### src/shared/sdc_pkg.sv
// Package of constants, types and command encodings for the SDRAM command block
// Operation
// - Read or write with address bit 10 high closes the bank after the burst; in full page mode the command is refused instead.
// - Read auto-precharge starts a latency-set number of clocks before burst end.
// - Write auto-precharge starts precharge two clocks after last write data.
// - Precharge decode; bit 10 low closes selected bank, high closes all banks.
// - Self refresh entered on select, row, column and clock enable low, write high.
// - In self refresh only clock enable is heeded; clock enable high exits.
// - No-operation decode never ends a burst in progress.
// - Chip select high is deselect, equal to no-operation; strobes ignored.
// - Clock enable low with a bank active enters clock suspend one clock later.
// - Clock suspend ends one clock after clock enable is sampled high.
// - With previous clock enable high, strobes decode the full command table.
// - Clock enable falling in a burst gives clock suspend, not power down.
package sdc_pkg;

  localparam int NBANK = 4;
  localparam int BL_W = 4;
  // Write recovery in clocks
  localparam logic [3:0] WR_CLKS = 4'h2;
  // Clocks a full page burst is taken to last
  localparam logic [8:0] FULL_PAGE_LEN = 9'h100;
  // Reset values of the programmed mode, and the full page burst length code
  localparam logic [2:0] RST_CAS_LAT = 3'h2;
  localparam logic [2:0] RST_BL_CODE = 3'h0;
  localparam logic [2:0] BL_CODE_FULL = 3'h7;

  // Command codes (select, row, column, write enable)
  localparam logic [3:0] CMD_ACT = 4'h3;
  localparam logic [3:0] CMD_RD = 4'h5;
  localparam logic [3:0] CMD_WR = 4'h4;
  localparam logic [3:0] CMD_MRS = 4'h0;
  localparam logic [3:0] CMD_REF = 4'h1;
  localparam logic [3:0] CMD_BST = 4'h6;
  localparam logic [3:0] CMD_PRE = 4'h2;
  localparam logic [3:0] CMD_NOP = 4'h7;

  typedef enum logic [3:0] {
    OP_NONE = 4'h0,
    OP_ACT = 4'h1,
    OP_RD = 4'h2,
    OP_WR = 4'h3,
    OP_MRS = 4'h4,
    OP_REF = 4'h5,
    OP_BST = 4'h6,
    OP_PRE = 4'h7,
    OP_PREALL = 4'h8,
    OP_SREF = 4'h9
  } sdc_op_t;

  // Pin group sampled each edge
  typedef struct packed {
    logic cke;
    logic cs_n;
    logic ras_n;
    logic cas_n;
    logic we_n;
    logic [1:0] bank;
    logic [10:0] addr;
  } sdc_pins_t;

  // Decoded command
  typedef struct packed {
    sdc_op_t op;
    logic [1:0] bank;
    logic autopre;
  } sdc_cmd_t;

  // Power modes, Gray along normal -> suspend -> power down -> self refresh
  typedef enum logic [1:0] {
    PM_NORMAL = 2'b00,
    PM_SUSPEND = 2'b01,
    PM_PDOWN = 2'b11,
    PM_SREF = 2'b10
  } sdc_pm_t;

endpackage

### src/hw/sdc_decode.sv
// Command decoder for the SDRAM command pins
`timescale 1ns/1ns
module sdc_decode
  import sdc_pkg::*;
(
  input wire sdc_pins_t pins_i,
  input wire logic cke_prev_i,
  output sdc_cmd_t cmd_o
);

  wire [3:0] code = {pins_i.cs_n, pins_i.ras_n, pins_i.cas_n, pins_i.we_n};
  wire a10 = pins_i.addr[10];
  wire sel = ~pins_i.cs_n;
  wire sref_hit = cke_prev_i & ~pins_i.cke & (code == CMD_REF);

  // Table decode, only when previous clock enable was high
  always_comb begin
    cmd_o.op = OP_NONE;
    cmd_o.bank = pins_i.bank;
    cmd_o.autopre = 1'b0;
    if (cke_prev_i && sel) begin
      unique case (code)
        CMD_ACT: cmd_o.op = OP_ACT;
        CMD_RD: begin
          cmd_o.op = OP_RD;
          cmd_o.autopre = a10;
        end
        CMD_WR: begin
          cmd_o.op = OP_WR;
          cmd_o.autopre = a10;
        end
        CMD_MRS: cmd_o.op = OP_MRS;
        CMD_REF: cmd_o.op = sref_hit ? OP_SREF : (pins_i.cke ? OP_REF : OP_NONE);
        CMD_BST: cmd_o.op = OP_BST;
        CMD_PRE: cmd_o.op = a10 ? OP_PREALL : OP_PRE;
        CMD_NOP: cmd_o.op = OP_NONE;
        default: cmd_o.op = OP_NONE;
      endcase
    end
  end

endmodule // sdc_decode

### src/hw/sdc_bank.sv
// State of one bank: open flag, burst countdown and auto-precharge timer
`timescale 1ns/1ns
module sdc_bank
  import sdc_pkg::*;
(
  input wire logic clk_i,
  input wire logic resetn_i,
  input wire logic run_i,
  input wire logic act_i,
  input wire logic close_i,
  input wire logic rd_i,
  input wire logic wr_i,
  input wire logic stop_i,
  input wire logic autopre_i,
  input wire logic [8:0] blen_i,
  input wire logic [2:0] cas_lat_i,
  output logic open_o,
  output logic burst_o,
  output logic ap_busy_o
);

  logic open_r;
  logic [8:0] cnt_r;
  logic ap_r;
  logic wr_r;
  logic [3:0] rec_r;

  // Read precharge lead is latency minus one clocks before burst end
  wire [8:0] rd_lead = {6'h0, cas_lat_i} - 9'h1;
  wire last_beat = (cnt_r == 9'h1);
  wire rd_pre = ap_r & ~wr_r & (cnt_r != 9'h0) & (cnt_r <= rd_lead + 9'h1);
  wire wr_done = ap_r & wr_r & (rec_r == 4'h1);
  wire new_burst = rd_i | wr_i;

  assign open_o = open_r;
  assign burst_o = (cnt_r != 9'h0);
  assign ap_busy_o = ap_r;

  // Bank state, held while suspended
  always_ff @(posedge clk_i or negedge resetn_i) begin
    if (!resetn_i) begin
      open_r <= 1'b0;
      cnt_r <= 9'h0;
      ap_r <= 1'b0;
      wr_r <= 1'b0;
      rec_r <= 4'h0;
    end else if (run_i) begin
      if (act_i) begin
        open_r <= 1'b1;
      end else if (close_i || rd_pre || wr_done) begin
        open_r <= 1'b0;
      end
      if (new_burst) begin
        cnt_r <= blen_i;
        ap_r <= autopre_i;
        wr_r <= wr_i;
        rec_r <= 4'h0;
      end else if (stop_i) begin
        cnt_r <= 9'h0;
      end else if (cnt_r != 9'h0) begin
        cnt_r <= cnt_r - 9'h1;
        if (last_beat && ap_r && wr_r) begin
          rec_r <= WR_CLKS;
        end
      end else if (rec_r != 4'h0) begin
        rec_r <= rec_r - 4'h1;
      end
      if (rd_pre || wr_done || close_i) begin
        ap_r <= 1'b0;
      end
    end
  end

endmodule // sdc_bank

### src/hw/sdc_core.sv
// SDRAM command block: decode, bank tracking and power modes
`timescale 1ns/1ns
module sdc_core
  import sdc_pkg::*;
(
  input wire logic clk_i,
  input wire logic resetn_i,
  input wire logic cke_i,
  input wire logic cs_n_i,
  input wire logic ras_n_i,
  input wire logic cas_n_i,
  input wire logic we_n_i,
  input wire logic bank_select_0_i,
  input wire logic bank_select_1_i,
  input wire logic [10:0] addr_i,
  output logic [NBANK-1:0] bank_open_o,
  output logic burst_o,
  output logic [1:0] pmode_o,
  output logic illegal_o,
  output logic [2:0] cas_lat_o,
  output logic [2:0] bl_code_o
);

  ////////////////////////////////////////////////////////////////
  // Pin sampling and decode
  sdc_pins_t pins;
  sdc_cmd_t cmd;
  logic cke_prev_r;
  sdc_pm_t pm_r;
  sdc_pm_t pm_nxt;
  logic [2:0] cas_lat_r;
  logic [2:0] bl_code_r;
  logic illegal_r;
  logic illegal_nxt;
  logic [NBANK-1:0] open_v;
  logic [NBANK-1:0] burst_v;
  logic [NBANK-1:0] apb_v;

  assign pins = '{cke: cke_i, cs_n: cs_n_i, ras_n: ras_n_i, cas_n: cas_n_i, we_n: we_n_i,
                  bank: {bank_select_1_i, bank_select_0_i}, addr: addr_i};

  sdc_decode u_dec (
    .pins_i(pins),
    .cke_prev_i(cke_prev_r),
    .cmd_o(cmd)
  );

  ////////////////////////////////////////////////////////////////
  // Mode-derived burst length
  logic [8:0] blen;
  always_comb begin
    unique case (bl_code_r)
      3'h0: blen = 9'h1;
      3'h1: blen = 9'h2;
      3'h2: blen = 9'h4;
      3'h3: blen = 9'h8;
      BL_CODE_FULL: blen = FULL_PAGE_LEN;
      default: blen = 9'h1;
    endcase
  end

  // Commands are taken only in normal mode
  wire running = (pm_r == PM_NORMAL);
  wire take = running & cke_prev_r;
  wire any_open = |open_v;
  wire any_burst = |burst_v;
  wire is_full = (bl_code_r == BL_CODE_FULL);
  wire ap_full = take & (cmd.op == OP_RD || cmd.op == OP_WR) & cmd.autopre & is_full;
  wire tgt_open = open_v[cmd.bank];
  wire tgt_apb = apb_v[cmd.bank];

  ////////////////////////////////////////////////////////////////
  // Per-bank state
  genvar g;
  generate
    for (g = 0; g < NBANK; g++) begin : g_bank
      wire hit = take & (cmd.bank == 2'(g));
      wire ok = ~apb_v[g];
      sdc_bank u_bank (
        .clk_i(clk_i),
        .resetn_i(resetn_i),
        .run_i(running),
        .act_i(hit & (cmd.op == OP_ACT) & ~open_v[g]),
        .close_i((hit & (cmd.op == OP_PRE) & ok) | (take & (cmd.op == OP_PREALL))),
        .rd_i(hit & (cmd.op == OP_RD) & open_v[g] & ok & ~ap_full),
        .wr_i(hit & (cmd.op == OP_WR) & open_v[g] & ok & ~ap_full),
        .stop_i(take & (cmd.op == OP_BST) & is_full),
        .autopre_i(cmd.autopre),
        .blen_i(blen),
        .cas_lat_i(cas_lat_r),
        .open_o(open_v[g]),
        .burst_o(burst_v[g]),
        .ap_busy_o(apb_v[g])
      );
    end
  endgenerate

  ////////////////////////////////////////////////////////////////
  // Legality check of the decoded command against bank state
  always_comb begin
    illegal_nxt = 1'b0;
    if (take) begin
      unique case (cmd.op)
        OP_ACT: illegal_nxt = tgt_open;
        OP_RD, OP_WR: illegal_nxt = ~tgt_open | tgt_apb | ap_full;
        OP_PRE: illegal_nxt = tgt_apb;
        OP_MRS, OP_REF, OP_SREF: illegal_nxt = any_open;
        OP_BST: illegal_nxt = ~is_full;
        default: illegal_nxt = 1'b0;
      endcase
    end
  end

  ////////////////////////////////////////////////////////////////
  // Power mode sequencing
  always_comb begin
    pm_nxt = pm_r;
    unique case (pm_r)
      PM_NORMAL: begin
        if (take && cmd.op == OP_SREF && !any_open) begin
          pm_nxt = PM_SREF;
        end else if (!cke_i && (any_open || any_burst)) begin
          pm_nxt = PM_SUSPEND;
        end else if (!cke_i) begin
          pm_nxt = PM_PDOWN;
        end
      end
      PM_SUSPEND: if (cke_i) pm_nxt = PM_NORMAL;
      PM_PDOWN: if (cke_i) pm_nxt = PM_NORMAL;
      PM_SREF: if (cke_i) pm_nxt = PM_NORMAL;
    endcase
  end

  // Registered state
  always_ff @(posedge clk_i or negedge resetn_i) begin
    if (!resetn_i) begin
      cke_prev_r <= 1'b0;
      pm_r <= PM_NORMAL;
      cas_lat_r <= RST_CAS_LAT;
      bl_code_r <= RST_BL_CODE;
      illegal_r <= 1'b0;
    end else begin
      cke_prev_r <= cke_i;
      pm_r <= pm_nxt;
      illegal_r <= illegal_nxt;
      if (take && cmd.op == OP_MRS && !any_open) begin
        cas_lat_r <= addr_i[6:4];
        bl_code_r <= addr_i[2:0];
      end
    end
  end

  assign bank_open_o = open_v;
  assign burst_o = any_burst;
  assign pmode_o = pm_r;
  assign illegal_o = illegal_r;
  assign cas_lat_o = cas_lat_r;
  assign bl_code_o = bl_code_r;

endmodule // sdc_core

### config.mk
export PLATFORM = sky130hd
export DESIGN_NAME = sdc_core
export DESIGN_NICKNAME = d
export VERILOG_FILES = /design/src/shared/sdc_pkg.sv /design/src/hw/sdc_decode.sv /design/src/hw/sdc_bank.sv /design/src/hw/sdc_core.sv
export SDC_FILE = /design/constraint.sdc
export NUM_CORES = 1
export LEC_CHECK = 0
export BUFFER_PORTS_ARGS = -buffer_cell sky130_fd_sc_hd__clkbuf_2
export CAP_MARGIN = 40
export CELL_PAD_IN_SITES_DETAIL_PLACEMENT = 1
export CELL_PAD_IN_SITES_GLOBAL_PLACEMENT = 2
export CORE_ASPECT_RATIO = 0.75
export CORE_UTILIZATION = 29
export DETAILED_ROUTE_END_ITERATION = 8
export GPL_TIMING_DRIVEN = 0
export MAX_ROUTING_LAYER = met4
export PLACE_DENSITY = 0.7
export SLEW_MARGIN = 15
export SYNTH_ARGS = -nofsm -noshare
export SYNTH_HDL_FRONTEND = slang
export SYNTH_HIERARCHICAL = 1
export SYNTH_SLANG_ARGS = --single-unit
### constraint.sdc
create_clock -name clk_i -period 3.9 [get_ports clk_i]
set_clock_uncertainty 0.1 [all_clocks]
set_input_delay 0.975 -clock clk_i [delete_from_list [all_inputs] [get_ports clk_i]]
set_output_delay 0.975 -clock clk_i [all_outputs]
set_load 0.02 [all_outputs]
==> impl_metrics.py <==
metrics = {
    "cts": {
        "numClockSinks": 74,
        "clkTransAtPathRegs_ps": 60,
        "cts_inserted_buffers": 9,
        "cts_root_buffer": "clkbuf_16",
        "cts_buffer_depth": 2,
        "cts_max_level": 3,
        "clock_latency_ps": 350,
        "hold_buffers": 0,
        "cts_tree": "done",
    },
    "sta": {
        "finalSetupViolations": 0,
        "finalCritPeriodShare_pct": 97.3,
        "tightest_slew_ps": 764,
        "hold_viol_final": 0,
        "max_freq_mhz": 264,
        "period_minus_slack_ps": 3790,
        "timing.slew.headroom_pct": 49.1,
        "setup_ws_ps": 107,
        "slew_viol_final": 0,
        "fin_setup_tns_ps": 0,
    },
    "setup_path": {
        "reg2reg_to": "g_bank[0].u_bank/open_o",
        "r2r_setup_slack_ps": 330,
        "slowest_stage": "or4_1",
        "critical_path_required_ps": 2820,
        "path_buf_inv": 4,
        "worstSetupStartpointType": "flip-flop",
        "r2r-start": "cas_lat_o[2]",
        "max_stage_delay_ps": 570,
        "cp.arrival_ps": 2720,
        "critPathMaxFanout": 8,
        "crit_chain": "inv_1 > ha_4 > nor4b_4 > and2_0 > clkbuf_4 > clkinvlp_4 > or4_1 > clkbuf_2",
        "cp-end-kind": "output pin",
        "reg2reg_depth": 10,
        "cp_top_family": "simple AND/OR/NAND/NOR gates",
        "crit_type": "flip-flop to output pin",
    },
    "yosys": {
        "synth_top_family_by_area": "simple AND/OR/NAND/NOR gates",
        "synthMuxAreaShare_pct": 2.78,
        "synthTopCellsByArea": "dfrtp_1 (27%), ha_1 (13%), nand2_1 (5.5%)",
        "synth_fa_ha_area_share_pct": 12.8,
        "synth-compound-area-share_pct": 20.3,
        "synth_warnings": 6,
        "async_reset_ff_share_pct": 100,
        "yosysUniqueCellTypes": 68,
        "synth_xor_area_share_pct": 0.657,
        "synth-simple-area-share_pct": 29.9,
        "syn_inst": 794,
        "yosysMostFrequentCell": "nand2_1",
        "yosys.area.top_type": "dfrtp_1",
        "synth_common_cells": "nand2_1 (98), dfrtp_1 (73), ha_1 (68)",
        "ys_seq_elements": 74,
        "synth_ff_type": "dfrtp_1",
        "netlist_area_um2": 6670,
        "avgSynthCellArea_um2": 8.40,
        "synth_top_area_share_pct": 27.4,
        "synth-edff-count": 0,
        "ys_seq_area_share_pct": 27.8,
    },
    "global_routing": {
        "grt_max_degree": 75,
        "antenna_found_initial": 0,
        "first_global_vias": 6338,
        "grt_pass1_wl_mm": 35.5,
        "gr-total-overflow": 0,
        "grt_usage_pct": 20.2,
    },
    "power": {
        "leakage_nw": 3.27,
        "ir_worst_vdd_mv": 0.221,
        "power.density_nw_per_um2": 610,
        "power.total_mw": 4.73,
    },
    "floorplanning": {
        "top_level_ports": 34,
        "die_h_um": 133,
        "initial_core_util_pct": 29.9,
        "fp.dieW_um": 177,
        "rows": 47,
        "dieArea_um2": 23600,
        "fp.coreArea_um2": 22300,
    },
    "place": {
        "place.gp.congestion": 0.799,
        "place_inst": 1137,
        "dpl.hpwl_mm": 16.2,
        "port_buffers": 27,
        "post-place-ws_ps": -632,
    },
    "min_path": {
        "hold_class": "flip-flop to flip-flop",
        "hp-start": "g_bank[2].u_bank/rec_r[3]",
        "worstHoldEndpoint": "g_bank[2].u_bank/rec_r[3]",
        "min_path_cells": 1,
    },
    "run": {
        "drv_cap": 0,
    },
    "routing": {
        "drc": 0,
        "firstDrtPassIters": 5,
        "vias": 6207,
        "drtAntennaViolNets": 0,
        "wl_mm": 22.1,
        "drt_iter0_markers": 382,
        "routed_via_density": 5.34,
        "wl_per_cell_um": 19.0,
    },
    "outcome": {
        "status": "finished, final reports clean",
    },
    "cells_and_area": {
        "area.growth.synth_to_final_pct": 16.2,
        "multi_input_area_um2": 4590,
        "seqCellArea_um2": 1850,
        "drive_above_1_share_pct": 15.9,
        "final_cells": 1162,
        "antenna_cells": 0,
        "nets": 951,
        "fill_cells": 2666,
    },
}
per-stage QoR:
stage          hold WS [ps]  cell area, um2  utilization, %
6_report                396            7750            34.8
5_1_grt                 434            7750            34.8
4_1_cts                 406            7660            34.4
3_5_place_dp            398            7290            32.7
3_3_place_gp            391            7240            32.5
2_1_floorplan           368            6730               -
layer usage:
layer  part of all wire [%]  global-route usage (%)
met1                     54                    29.4
met2                     41                    28.6
met3                    3.5                    3.34
met4                    1.4                    4.69
met5                      0                       -
placed cells by master, fill, tap and decap left out, types with 6 or more instances in the layout:
cell type,instances
nand2_1,98
dfrtp_1,72
ha_1,64
a21oi_1,59
nor2_1,55
nand3_1,52
inv_1,45
o21ai_0,39
clkbuf_2,29
nor3_1,26
conb_1,16
buf_4,15
clkbuf_1,13
a22o_1,13
a31oi_1,12
nand4_1,10
nand2b_1,10
o22ai_1,10
nor2b_1,10
nor4_1,9
clkbuf_16,9
nor3b_1,8
or3_1,8
o2bb2ai_1,8
o31ai_1,8
buf_6,6
buf_2,6
mux2_4,6
where the power goes:
| part | switching [mW] | total [mW] | leakage [nW] | internal [mW] |
|---|---|---|---|---|
| registers | 0.507 | 1.52 | 0.899 | 1.01 |
| clock network | 0.354 | 0.840 | 0.137 | 0.486 |
| logic | 1.27 | 2.37 | 2.23 | 1.09 |
kinds of logic after synthesis:
family / count (synthesis)
and+or+nand+nor: 352
AOI/OAI and AO/OA: 198
buffers and inverters: 83
DFF: 74
adders and majority gates: 68
muxes: 13
xor gates and xnor gates: 5
other: 1
what timing repair did:
| action | 4_1_cts | 5_1_grt |
|---|---|---|
| endpoints found under the setup margin | 47 | 55 |
| pin swaps | 2 | 3 |
| gates resized for setup | 6 | 24 |
| buffers inserted | 9 | 4 |
| hold endpoints to repair | 0 | 0 |
flip-flops by register name, summed over array words and instances, names as in the netlist:
name                     count
cke_prev_r                   1
cas_lat_o                    3
illegal_o                    1
g_bank.u_bank/ap_busy_o      4
g_bank.u_bank/rec_r         16
g_bank.u_bank/wr_r           4
g_bank.u_bank/cnt_r         36
pmode_o                      2
g_bank.u_bank/open_o         4
bl_code_o                    3
worst register-to-register path, cell delays in order (launching register included):
cell and delay, ps:
dfrtp_1 670, nor3_1 560, nand3_1 150, ha_1 330
ha_1 330, and3_1 200, nand3_1 90, o21a_1 170
a2111oi_0 520, buf_1 230, o21ai_0 100
area by class of cell:
cell class	count	share of cell area, %
Buffer	26	2.29
Tap cell	294	4.75
Timing Repair Buffer	47	3.52
Sequential cell	74	23.9
Multi-Input combinational cell	652	59.3
Clock buffer	16	3.63
Inverter	53	2.62
worst max-delay path by stage:
| stage | endpoint | slack (ps) | depth (start not counted) | start |
|---|---|---|---|---|
| after floorplan | g_bank[0].u_bank/cnt_r[7] | 250 | 12 | cs_n_i |
| after global placement | g_bank[1].u_bank/cnt_r[6] | -1080 | 11 | cs_n_i |
| after detailed placement | g_bank[1].u_bank/cnt_r[6] | -630 | 11 | cs_n_i |
| after CTS | burst_o | 3 | 8 | g_bank[1].u_bank/cnt_r[0] |
| after global routing | g_bank[2].u_bank/cnt_r[7] | -30 | 12 | cs_n_i |
| final | burst_o | 110 | 8 | g_bank[3].u_bank/cnt_r[0] |
No activity file was read; power rests on OpenSTA's default activity.
